## src/verilog/sso_pkg.sv

```systemverilog
// Package: constants and carrier types for the servo status output block
// Summary of operation
// - Fault-free drops on power loss or shutdown
// - Fault-free rises about one second after power
// - Ready only with servo on and amplifier prepared
// - In-position while droop within configured range
// - Wide range may hold in-position during slow turning
// - Speed-reached drops on servo off or idle starts
// - Speed-reached rises when speed nears target
// - Target at low-speed limit forces speed-reached
// - Zero-speed while speed at or below threshold
// - Warning needs pin assignment, displacing old signal
// - Warning output follows active warning condition
// - No warning: output low within one second
// - Alarm-code mode drives code during alarm
package sso_pkg;
  // Clock rate and power-up settle time
  localparam int unsigned CLK_HZ        = 250_000_000;
  localparam int unsigned POWERUP_MS    = 1000;
  localparam int unsigned POWERUP_CYC   = CLK_HZ / 1000 * POWERUP_MS;
  // Speed in r/min, droop in pulses
  localparam int          SPEED_W       = 16;
  localparam int          DROOP_W       = 24;
  localparam int          CODE_W        = 3;
  localparam int          CNT_W         = 28;
  // Low-speed limit where speed-reached is forced on
  localparam logic [SPEED_W-1:0] LOW_SPEED_LIMIT = 16'h0014;
  // Reset value of the zero-speed threshold
  localparam logic [SPEED_W-1:0] ZERO_SPEED_DEF  = 16'h0032;
  // Speed-reached tolerance band around target
  localparam logic [SPEED_W-1:0] REACH_BAND      = 16'h000a;
  // Pin slot index the warning may displace
  localparam logic [1:0] SLOT_READY  = 2'h0;
  localparam logic [1:0] SLOT_INPOS  = 2'h1;
  localparam logic [1:0] SLOT_REACH  = 2'h2;
  localparam logic [1:0] SLOT_ZERO   = 2'h3;

  // Configuration inputs
  typedef struct packed {
    logic [DROOP_W-1:0] inPosRange;   // Droop window, pulses
    logic [SPEED_W-1:0] targetSpeed;  // Preset speed, r/min
    logic [SPEED_W-1:0] zeroSpeedThr; // Zero-speed threshold
    logic               warnAssign;   // Warning takes a pin
    logic [1:0]         warnSlot;     // Which pin it takes
    logic               alarmCodeEn;  // Alarm-code mode
  } sso_cfg_t;

  // Amplifier state inputs
  typedef struct packed {
    logic                powerGood;
    logic                baseShutoff;
    logic                alarmActive;
    logic [CODE_W-1:0]   alarmCode;
    logic                warningActive;
    logic                servoOn;
    logic                ampPrepared;
    logic                forwardStart;
    logic                reverseStart;
    logic signed [DROOP_W-1:0] droop;
    logic [SPEED_W-1:0]  motorSpeed;  // Magnitude, r/min
  } sso_state_t;

  // Registered pin image
  typedef struct packed {
    logic faultFree;
    logic ready;
    logic inPos;
    logic reached;
    logic zeroSpeed;
    logic warning;
  } sso_out_t;

  // Power-up phases, Gray coded
  typedef enum logic [1:0] {
    PU_OFF    = 2'b00,
    PU_SETTLE = 2'b01,
    PU_RUN    = 2'b11
  } sso_pu_t;
endpackage

```

## src/verilog/sso_status_out.sv

```systemverilog
// Servo status output logic: fault-free, ready, in-position, speed, warning pins
`timescale 1ns/1ns
module sso_status_out #(
  parameter int unsigned PowerupCyc = sso_pkg::POWERUP_CYC
) (
  input  wire logic                     clk,
  input  wire logic                     rst,
  input  wire sso_pkg::sso_cfg_t        cfg,
  input  wire sso_pkg::sso_state_t      st,
  output logic                          faultFreeOut,
  output logic                          readyOut,
  output logic                          inPositionOut,
  output logic                          speedReachedOut,
  output logic                          zeroSpeedOut,
  output logic                          warningOut,
  output logic [sso_pkg::CODE_W-1:0]    alarmCodeOut,
  output logic                          alarmCodeValid
);

  ////////////////////////////////////////////////////////////////////////
  // Helpers

  // Absolute value of signed droop
  // Most negative code folds onto 2^23, which is still right as unsigned
  // Shared by the pin logic and by the range checks below
  function automatic logic [sso_pkg::DROOP_W-1:0] absDroop(
    input logic signed [sso_pkg::DROOP_W-1:0] v);
    absDroop = v[sso_pkg::DROOP_W-1] ? (~v + 1'b1) : v;
  endfunction

  // Absolute distance between two speeds
  // Order-free, so overspeed and underspeed share one band
  function automatic logic [sso_pkg::SPEED_W-1:0] speedDist(
    input logic [sso_pkg::SPEED_W-1:0] a,
    input logic [sso_pkg::SPEED_W-1:0] b);
    speedDist = (a > b) ? (a - b) : (b - a);
  endfunction

  ////////////////////////////////////////////////////////////////////////
  // Power-up sequencing

  // Timer width covers a full second at the control clock
  sso_pkg::sso_pu_t             puState_q, puState_d;  // Phase
  logic [sso_pkg::CNT_W-1:0]    puCnt_q, puCnt_d;      // Settle timer
  logic                         puDone;                // Settle finished

  // Next phase; power loss always drops back to OFF
  always_comb begin
    puState_d = puState_q;
    puCnt_d   = puCnt_q;
    unique case (puState_q)
      sso_pkg::PU_OFF: begin
        // Timer held clear so every power-up waits the full time
        puCnt_d = '0;
        if (st.powerGood) begin
          puState_d = sso_pkg::PU_SETTLE;
        end
      end
      sso_pkg::PU_SETTLE: begin
        // A dip during settling restarts the wait from zero
        if (!st.powerGood) begin
          puState_d = sso_pkg::PU_OFF;
        end else if (puCnt_q >= sso_pkg::CNT_W'(PowerupCyc - 1)) begin
          puState_d = sso_pkg::PU_RUN;
        end else begin
          puCnt_d = puCnt_q + 1'b1;
        end
      end
      sso_pkg::PU_RUN: begin
        // Stay here until power is lost
        if (!st.powerGood) begin
          puState_d = sso_pkg::PU_OFF;
        end
      end
      default: begin
        // Unused code 2'b10 recovers to OFF
        puState_d = sso_pkg::PU_OFF;
      end
    endcase
  end

  // Register phase and timer
  // Synchronous reset parks the sequencer in OFF
  always_ff @(posedge clk) begin
    if (rst) begin
      puState_q <= sso_pkg::PU_OFF;
      puCnt_q   <= '0;
    end else begin
      puState_q <= puState_d;
      puCnt_q   <= puCnt_d;
    end
  end

  // Settled flag gates fault-free and warning
  assign puDone = (puState_q == sso_pkg::PU_RUN);

  ////////////////////////////////////////////////////////////////////////
  // Status decisions

  // Pin image is registered so every pin comes from a flop
  sso_pkg::sso_out_t            pin_q, pin_d;          // Pin image
  logic [sso_pkg::CODE_W-1:0]   code_q, code_d;        // Alarm code
  logic                         codeVal_q, codeVal_d;  // Code shown
  logic                         reach_q, reach_d;      // Latched reached
  sso_pkg::sso_out_t            ord;                   // Ordinary signals
  logic                         runOk;                 // No fault, powered
  logic                         nearTarget;            // Within band

  // Speed-reached latch: set near target, clear on servo off or idle miss
  // Servo off beats a near-target hit; a low target beats both
  // Holds while a start input is on and speed is still away from target
  always_comb begin
    nearTarget = speedDist(st.motorSpeed, cfg.targetSpeed) <= sso_pkg::REACH_BAND;
    reach_d    = reach_q;
    if (cfg.targetSpeed <= sso_pkg::LOW_SPEED_LIMIT) begin
      reach_d = 1'b1;
    end else if (!st.servoOn) begin
      reach_d = 1'b0;
    end else if (nearTarget) begin
      reach_d = 1'b1;
    end else if (!st.forwardStart && !st.reverseStart) begin
      reach_d = 1'b0;
    end
  end

  // Ordinary signals, then warning remap and alarm-code override
  always_comb begin
    // Shutdown or missing power clears fault-free at once
    // Alarm counts as a protective shutdown here
    runOk         = puDone && st.powerGood && !st.baseShutoff && !st.alarmActive;
    ord.faultFree = runOk;
    ord.ready     = runOk && st.servoOn && st.ampPrepared;
    // Judged on droop only, so slow turning may keep it on
    ord.inPos     = absDroop(st.droop) <= cfg.inPosRange;
    ord.reached   = reach_q;
    ord.zeroSpeed = st.motorSpeed <= cfg.zeroSpeedThr;
    // Warning stays low until settled so power-up shows no false warning
    ord.warning   = puDone && st.powerGood && st.warningActive;
    // Start from the ordinary image, then apply overrides
    pin_d         = ord;
    code_d        = '0;
    codeVal_d     = 1'b0;
    if (cfg.warnAssign) begin
      // Assigned pin loses its previous signal
      unique case (cfg.warnSlot)
        sso_pkg::SLOT_READY: pin_d.ready     = 1'b0;
        sso_pkg::SLOT_INPOS: pin_d.inPos     = 1'b0;
        sso_pkg::SLOT_REACH: pin_d.reached   = 1'b0;
        sso_pkg::SLOT_ZERO:  pin_d.zeroSpeed = 1'b0;
      endcase
    end else begin
      pin_d.warning = 1'b0;
    end
    if (cfg.alarmCodeEn && st.alarmActive) begin
      // Code replaces ready, in-position, reached and zero-speed pins during alarm
      pin_d.ready     = 1'b0;
      pin_d.inPos     = 1'b0;
      pin_d.reached   = 1'b0;
      pin_d.zeroSpeed = 1'b0;
      code_d          = st.alarmCode;
      codeVal_d       = 1'b1;
    end
  end

  // Register all pins; reset holds them low
  // Code and its valid flag share the pin register timing
  always_ff @(posedge clk) begin
    if (rst) begin
      pin_q     <= '0;
      code_q    <= '0;
      codeVal_q <= 1'b0;
      reach_q   <= 1'b0;
    end else begin
      pin_q     <= pin_d;
      code_q    <= code_d;
      codeVal_q <= codeVal_d;
      reach_q   <= reach_d;
    end
  end

  // Outputs straight from the registers, no logic after the flops
  assign faultFreeOut    = pin_q.faultFree;
  assign readyOut        = pin_q.ready;
  assign inPositionOut   = pin_q.inPos;
  assign speedReachedOut = pin_q.reached;
  assign zeroSpeedOut    = pin_q.zeroSpeed;
  assign warningOut      = pin_q.warning;
  assign alarmCodeOut    = code_q;
  assign alarmCodeValid  = codeVal_q;

  ////////////////////////////////////////////////////////////////////////
  // Assertions
  // All checks sleep during reset; the reset image has its own check

  fault_drop_a: assert property (@(posedge clk) disable iff (rst)
    (!st.powerGood || st.baseShutoff) |=> !faultFreeOut)
    else $error("fault-free stayed high on power loss or shutoff");

  powerup_wait_a: assert property (@(posedge clk) disable iff (rst)
    (puState_q == sso_pkg::PU_OFF) |=> !faultFreeOut)
    else $error("fault-free rose before settle time");

  ready_cond_a: assert property (@(posedge clk) disable iff (rst)
    readyOut |-> $past(st.servoOn && st.ampPrepared))
    else $error("ready high without servo on");

  inpos_range_a: assert property (@(posedge clk) disable iff (rst)
    (!cfg.alarmCodeEn && !cfg.warnAssign && absDroop(st.droop) <= cfg.inPosRange)
      |=> inPositionOut)
    else $error("in-position missing inside range");

  reach_off_a: assert property (@(posedge clk) disable iff (rst)
    (!st.servoOn && cfg.targetSpeed > sso_pkg::LOW_SPEED_LIMIT) |=> ##1 !speedReachedOut)
    else $error("speed-reached high after servo off");

  reach_low_a: assert property (@(posedge clk) disable iff (rst)
    (cfg.targetSpeed <= sso_pkg::LOW_SPEED_LIMIT && !cfg.warnAssign && !cfg.alarmCodeEn)
      ##1 $stable(cfg) |=> speedReachedOut)
    else $error("speed-reached not forced at low target");

  zero_speed_a: assert property (@(posedge clk) disable iff (rst)
    zeroSpeedOut |-> $past(st.motorSpeed <= cfg.zeroSpeedThr))
    else $error("zero-speed high above threshold");

  warn_assign_a: assert property (@(posedge clk) disable iff (rst)
    !$past(cfg.warnAssign) |-> !warningOut)
    else $error("warning driven without pin assignment");

  code_override_a: assert property (@(posedge clk) disable iff (rst)
    (cfg.alarmCodeEn && st.alarmActive) |=> (alarmCodeValid && !readyOut && alarmCodeOut == $past(st.alarmCode)))
    else $error("alarm code did not override ordinary pins");

  reset_low_a: assert property (@(posedge clk)
    rst |=> (pin_q == '0 && !alarmCodeValid))
    else $error("outputs not cleared by reset");

  // Fault-free must rise one cycle after all its conditions hold
  fault_rise_a: assert property (@(posedge clk) disable iff (rst)
    (puDone && st.powerGood && !st.baseShutoff && !st.alarmActive) |=> faultFreeOut)
    else $error("fault-free low with power settled and no fault");

  // Fault-free never leads the settle phase
  settle_time_a: assert property (@(posedge clk) disable iff (rst)
    faultFreeOut |-> $past(puDone))
    else $error("fault-free high before settle finished");

  // Timer never runs past its terminal count
  settle_bound_a: assert property (@(posedge clk) disable iff (rst)
    (puState_q == sso_pkg::PU_SETTLE) |-> (puCnt_q < sso_pkg::CNT_W'(PowerupCyc)))
    else $error("settle timer overran");

  // Power loss always drops the sequencer back to OFF
  power_off_a: assert property (@(posedge clk) disable iff (rst)
    !st.powerGood |=> (puState_q == sso_pkg::PU_OFF))
    else $error("sequencer kept running without power");

  // Ready must follow servo on once fault-free holds
  ready_high_a: assert property (@(posedge clk) disable iff (rst)
    (runOk && st.servoOn && st.ampPrepared && !cfg.warnAssign) |=> readyOut)
    else $error("ready low with servo on and amplifier prepared");

  // In-position only from a droop inside the window
  inpos_off_a: assert property (@(posedge clk) disable iff (rst)
    inPositionOut |-> $past(absDroop(st.droop) <= cfg.inPosRange))
    else $error("in-position high outside range");

  // Turning motor still shows in-position when droop is small
  slow_inpos_a: assert property (@(posedge clk) disable iff (rst)
    (st.motorSpeed != '0 && absDroop(st.droop) <= cfg.inPosRange && !cfg.warnAssign && !cfg.alarmCodeEn)
      |=> inPositionOut)
    else $error("in-position dropped while turning inside range");

  // Idle starts with speed away from target clear the latch
  reach_idle_a: assert property (@(posedge clk) disable iff (rst)
    (st.servoOn && !nearTarget && !st.forwardStart && !st.reverseStart &&
     cfg.targetSpeed > sso_pkg::LOW_SPEED_LIMIT) |=> ##1 !speedReachedOut)
    else $error("speed-reached high with idle starts off target");

  // Near target with servo on sets speed-reached two cycles on
  reach_near_a: assert property (@(posedge clk) disable iff (rst)
    (st.servoOn && nearTarget) ##1 (!cfg.warnAssign && !(cfg.alarmCodeEn && st.alarmActive))
      |=> speedReachedOut)
    else $error("speed-reached low near target");

  // Zero-speed must show at or below the threshold
  zero_speed_on_a: assert property (@(posedge clk) disable iff (rst)
    (st.motorSpeed <= cfg.zeroSpeedThr && !cfg.warnAssign && !(cfg.alarmCodeEn && st.alarmActive))
      |=> zeroSpeedOut)
    else $error("zero-speed low at or below threshold");

  // Active warning on an assigned pin shows once settled
  warn_follow_a: assert property (@(posedge clk) disable iff (rst)
    (puDone && st.powerGood && st.warningActive && cfg.warnAssign) |=> warningOut)
    else $error("warning low while warning active");

  // No warning, no warning pin
  warn_quiet_a: assert property (@(posedge clk) disable iff (rst)
    !st.warningActive |=> !warningOut)
    else $error("warning high with no warning present");

  // Code pins go quiet once the alarm clears
  code_clear_a: assert property (@(posedge clk) disable iff (rst)
    !(cfg.alarmCodeEn && st.alarmActive) |=> (!alarmCodeValid && alarmCodeOut == '0))
    else $error("alarm code shown without alarm");

endmodule // sso_status_out
```

## config.mk

```make
export PLATFORM = sky130hd
export DESIGN_NAME = sso_status_out
export DESIGN_NICKNAME = d
export VERILOG_FILES = /design/src/verilog/sso_pkg.sv /design/src/verilog/sso_status_out.sv
export SDC_FILE = /design/constraint.sdc
export NUM_CORES = 1
export LEC_CHECK = 0
export BUFFER_PORTS_ARGS = -buffer_cell sky130_fd_sc_hd__buf_2
export CORE_AREA = 2 2 96 98
export DETAILED_ROUTE_END_ITERATION = 6
export DIE_AREA = 0 0 98 100
export GPL_ROUTABILITY_DRIVEN = 0
export GPL_TIMING_DRIVEN = 0
export PLACE_DENSITY = 0.94
export SLEW_MARGIN = 20
export SYNTH_ARGS = -nofsm -noshare
export SYNTH_HDL_FRONTEND = slang
export SYNTH_SLANG_ARGS = --single-unit
```

## constraint.sdc

```tcl
create_clock -name clk -period 6.3 [get_ports clk]
set_clock_uncertainty 0.1 [all_clocks]
set_input_delay 0.315 -clock clk [delete_from_list [all_inputs] [get_ports clk]]
set_output_delay 0.315 -clock clk [all_outputs]
set_load 0.02 [all_outputs]
```

After elaboration in Yosys (flattened, before gate mapping). Cells that the tools add are included.

Flip-flop bits (word level): 41. Input port bits: 113.

$add $sub $neg: 4. Magnitude comparators: 6. Eq/ne operators: 11. Muxes and demuxes: 20. Bitwise operators: 3. Reduce and logical (&&, ||, !) cells: 20.

Operator list (count): $mux W28 (2); $pmux W28 S2 (1); $sub A16 B16 Y16 (2); $add A28 B1 Y28 const B (1); $ge A28 B28 Y1 const B (1); $add A24 B1 Y24 const B (1); $le A24 B24 Y1 (1); $mux W24 (1); $not A24 Y24 (1); $gt A16 B16 Y1 (1); $le A16 B16 Y1 (1); $le A16 B4 Y1 const B (1); $le A16 B5 Y1 const B (1); $mux W16 (1); $mux W1 (9); $logic_and A1 B1 Y1 (8); $mux W2 (4); $ne A2 B2 Y1 const B (4); $eq A2 B2 Y1 const B (3); $pmux W2 S3 (1); $reduce_and A3 Y1 (2); $reduce_or A2 Y1 (3); $eq A2 B1 Y1 const B (2); $logic_not A1 Y1 (4); 6 further kinds (8).

Logic depth before layout (Yosys ltp).
Word-level depth: 8. Depth in mapped cells: 17. Mapped depth without buffers: 17.

Worst setup path before layout. No wires, ideal clock.

Kind: input to register. Start point: input st[19] (netlist bit). End point: register pin_q (netlist bit inPositionOut). Setup time: 0.086 ns. Arrival time: 3.270 ns. Slack: 2.845 ns. Stages: 16. Buffers on the path: 0. Cell sequence: nor3_2 nand3_1 or3_4 or4_4 or3_4 o31ai_1 xnor2_1 ha_1 a21o_1 a21oi_1 nor2b_1 o21ai_0 nand2b_1 a21oi_1 o21ai_0 a211oi_1.

Cells in the longest elaborated chain, start to end: 6.

RTL lines: start: declaration (RTL line sso_status_out.sv:9) `input wire sso_pkg::sso_state_t st,`; $not A24 Y24 (RTL line sso_status_out.sv:28) `absDroop = v[sso_pkg::DROOP_W-1] ? (~v + 1'b1) : v;`; $add A24 B1 Y24 (RTL line sso_status_out.sv:28); $mux W24 * (RTL line sso_status_out.sv:28); $le A24 B24 Y1 * (RTL line sso_status_out.sv:134) `ord.inPos = absDroop(st.droop) <= cfg.inPosRange;`; $mux W1 (RTL line sso_status_out.sv:145) `unique case (cfg.warnSlot)`; $mux W4 * (RTL line sso_status_out.sv:143) `if (cfg.warnAssign) begin`; end signal: assignment (RTL line sso_status_out.sv:174) `pin_q <= pin_d;`; end: declaration (RTL line sso_status_out.sv:101) `sso_pkg::sso_out_t pin_q, pin_d;`.

Mark *: on every way between the ends. The rest lies on a longest branch, timed or not. A chain may end at the register's enable or synchronous reset.

Worst setup path after layout. Same ends and word-level chain as after synthesis.

==> impl_metrics.py <==
metrics = {
    "cts": {
        "numCtsBuffers": 5,
        "cts_setup_buffers": 0,
        "htreeDepth": 2,
        "cts_tree": "done",
        "cts_hold_buf": 0,
        "cts_resized": 0,
        "clock_latency_ps": 310,
        "clock-sinks": 41,
        "cts_root_buf": "clkbuf_8",
        "clockBufferDepth": 2,
        "clkTransAtPathRegs_ps": 80,
    },
    "global_routing": {
        "grt_pass1_wl_mm": 22.6,
        "track_usage_pct": 27.3,
        "grt_max_degree": 15,
        "first_global_vias": 5162,
        "gr-total-overflow": 0,
        "antenna_found_initial": 1,
    },
    "synth": {
        "synthCells": 695,
        "synth_simple_gate_area_share_pct": 23.9,
        "synth.ff_latch_count": 41,
        "synth_top_flop_cell": "dfxtp_1",
        "synth_xor_area_share_pct": 7.44,
        "synth_edf_count": 0,
        "netlist-cell-type-count": 71,
        "synth-async-reset-ratio_pct": 0,
        "syn_avg_cell_area_um2": 7.45,
        "synth_area_um2": 5180,
        "synth_compound_area_share_pct": 25.6,
        "synthAdderAreaFrac_pct": 18.4,
        "synth_mux_area_share_pct": 1.09,
        "synth_nets": 883,
        "synth_warnings": 0,
        "synth_top_family_by_area": "compound AO/OA/AOI/OAI gates",
        "synth-seq-area-share_pct": 15.8,
    },
    "detailed_routing": {
        "wirelength_mm": 13.6,
        "top_layer_used": "met4",
        "wl_met1_mm": 5.80,
        "drtIter0Drc": 323,
        "routedWlPerCell_um": 14.5,
        "drc_errors": 0,
        "route.met2.wl_mm": 6.21,
        "vias": 5506,
        "ant_nets": 0,
        "wl_met3_mm": 1.18,
        "vias_per_cell": 5.88,
        "dr.pass1.iters": 6,
    },
    "critical_path": {
        "worst-path-buf-inv": 1,
        "cp_slowest_stage_delay_ps": 440,
        "critical_path.cell_chain": "buf_2 -> nor3_2 -> nand3_1 -> or3_4 -> or4_4 -> or3_4 -> o31ai_1 -> xnor2_1 -> ha_1 -> a21o_1 -> a21oi_1 -> nor2b_1 -> o21ai_0 -> nand2b_1 -> a21oi_1 -> o21ai_0 -> a211oi_1",
        "cp.depth": 17,
        "arrival_ps": 3670,
        "cp-start-kind": "input pin",
        "critical-path-top-delay-family": "simple AND/OR/NAND/NOR gates",
        "critical_path.slowest_cell": "or4_4",
        "worstPathRequired_ps": 6420,
        "endpoint_kind": "register",
        "setup.worst_path.class": "input pin to register",
        "reg2reg_depth": 10,
        "cp_max_fo": 3,
    },
    "timing": {
        "fin_crit_sh_pct": 56.3,
        "setup_ws_ps": 2750,
        "setup-violations-final": 0,
        "max_freq_mhz": 282,
        "hold_ws_ps": 97.4,
        "hold_viol": 0,
        "relSlewSlack_pct": 53.4,
        "slew_violations": 0,
        "max_slew.worst_pin.slew_ps": 693,
        "rsz0062_at_grt": "false",
        "timing.setup.tns_ps": 0,
        "final.min_clock_period_ps": 3550,
    },
    "pwr": {
        "power_w": 0.000784,
        "pwr_density_cell_nw_per_um2": 130,
        "vdd_drop_max_mv": 0.0715,
        "p_leak_nw": 2.95,
    },
    "final_layout": {
        "num_antenna_cells": 0,
        "fin_util_pct": 67.7,
        "drive_gt1_share_pct": 19.5,
        "fin_nets": 1012,
        "nFillCells": 732,
        "multiInputGateArea_um2": 3960,
        "ff_latch_area_um2": 821,
        "area_delta_synth_final_pct": 16.2,
    },
    "placement": {
        "io_buffers": 122,
        "dpl.hpwl_mm": 11.4,
        "dp_slack_ps": 2390,
    },
    "hold_path": {
        "hp-class": "input pin to register",
        "whs_path_depth": 2,
    },
    "die": {
        "dieHeight_um": 100,
        "coreArea_um2": 8890,
        "row_count": 35,
        "start_util_pct": 58.3,
        "ios": 123,
        "die_w_um": 98,
        "die_area_um2": 9800,
    },
    "run": {
        "cap_violations": 0,
    },
    "status": {
        "status": "complete, no violations",
    },
}
==> power breakdown <==
part | internal (W) | switching, W
clock | 0.0000786 | 0.000100
combinational | 0.000153 | 0.000189
sequential | 0.000261 | 0.00000132
total | 0.000493 | 0.000291
==> cell usage in the layout, fill, tap and decap left out, types with 7 or more instances in the layout <==
| master | synthesis | layout |
|---|---|---|
| nand2_1 | 46 | 46 |
| nand4_1 | 19 | 19 |
| and3_1 | 15 | 15 |
| xnor2_1 | 31 | 31 |
| buf_2 | 7 | 129 |
| nor2b_1 | 10 | 10 |
| dfxtp_1 | 41 | 41 |
| xor2_1 | 13 | 13 |
| a31oi_1 | 14 | 14 |
| o21ai_0 | 30 | 30 |
| nand2b_1 | 13 | 13 |
| clkbuf_1 | 9 | 9 |
| o21a_1 | 18 | 18 |
| a21o_1 | 19 | 19 |
| a211oi_1 | 7 | 7 |
| nor2_1 | 52 | 52 |
| nor3_1 | 12 | 12 |
| o31ai_1 | 10 | 10 |
| nor4_1 | 9 | 9 |
| inv_1 | 82 | 82 |
| ha_1 | 73 | 73 |
| a21oi_1 | 44 | 44 |
| nand3_1 | 23 | 23 |
==> worst paths after layout <==
check                          start                    endpoint  slack [ps]
max                           st[19]    inPositionOut$_SDFF_PP0_        2750
min reg2reg     reach_q$_SDFFE_PP0P_  speedReachedOut$_SDFF_PP0_         360
max reg2reg  puCnt_q[0]$_SDFFE_PP0P_    puCnt_q[22]$_SDFFE_PP0P_        3310
min                           st[45]  alarmCodeOut[0]$_SDFF_PP0_         100
==> cells by family (layout without fill, tap and decap cells) <==
kind of cell | count (synthesis) | in the layout
AND/OR/NAND/NOR | 233 | 233
AO/OA/AOI/OAI | 195 | 195
buffers and inverters | 102 | 232
adder cells (fa/ha/maj) | 75 | 75
XOR/XNOR | 44 | 44
flip-flops | 41 | 41
multiplexers | 5 | 5
==> worst register-to-register path: stages (launching register included) <==
cell and delay [ps]:
dfxtp_1 360, ha_1 250, nand3_1 140, nor2_1 70
o31ai_1 220, a21oi_1 130, o31a_1 380, nor4_2 620
buf_2 360, o21ai_0 120, a31oi_1 160
==> per-layer routing <==
metal | vias up | global-route usage, %
met2 | 244 | 46.7
met1 | 2470 | 33.9
met5 | - | 0
met3 | 37 | 6.27
li1 | 2755 | -
met4 | 0 | 9.83
==> area by class of cell <==
cell class	instances	area share, %
tap	111	2.31
multi-input combinational	552	65.8
clock inverter	3	0.353
sequential	41	13.6
buffer	20	1.48
clock buffer	5	1.14
timing repair buffer	122	10.1
inverter	82	5.11
==> flip-flops by register name, summed over array words and instances, names as in the netlist <==
name	cells
alarmCodeOut	3
speedReachedOut	1
puState_q	2
inPositionOut	1
zeroSpeedOut	1
reach_q	1
warningOut	1
alarmCodeValid	1
faultFreeOut	1
puCnt_q	28
readyOut	1
==> stage by stage <==
stage / instances / instance area, um^2
after floorplan: 695 / 5180
after global routing: 936 / 6020
after global placement: 928 / 5930
final: 936 / 6020
after CTS: 936 / 6020
after detailed placement: 928 / 5930
==> synthesized netlist by cell type, types with 7 or more instances <==
cell,count,share of area (%)
buf_2,7,0.68
o21ai_0,30,2.9
inv_1,82,5.9
nor2_1,52,3.8
ha_1,73,18
dfxtp_1,41,16
o31ai_1,10,1.4
nand4_1,19,2.3
xor2_1,13,2.2
a21o_1,19,2.8
nand2_1,46,3.3
a21oi_1,44,4.3
and3_1,15,1.8
nor3_1,12,1.2
nand2b_1,13,1.6
nand3_1,23,2.2
a211oi_1,7,1.0
nor4_1,9,1.1
a31oi_1,14,1.7
o21a_1,18,2.6
clkbuf_1,9,0.65
xnor2_1,31,5.2
nor2b_1,10,1.2
No activity file was read; power rests on OpenSTA's default activity.
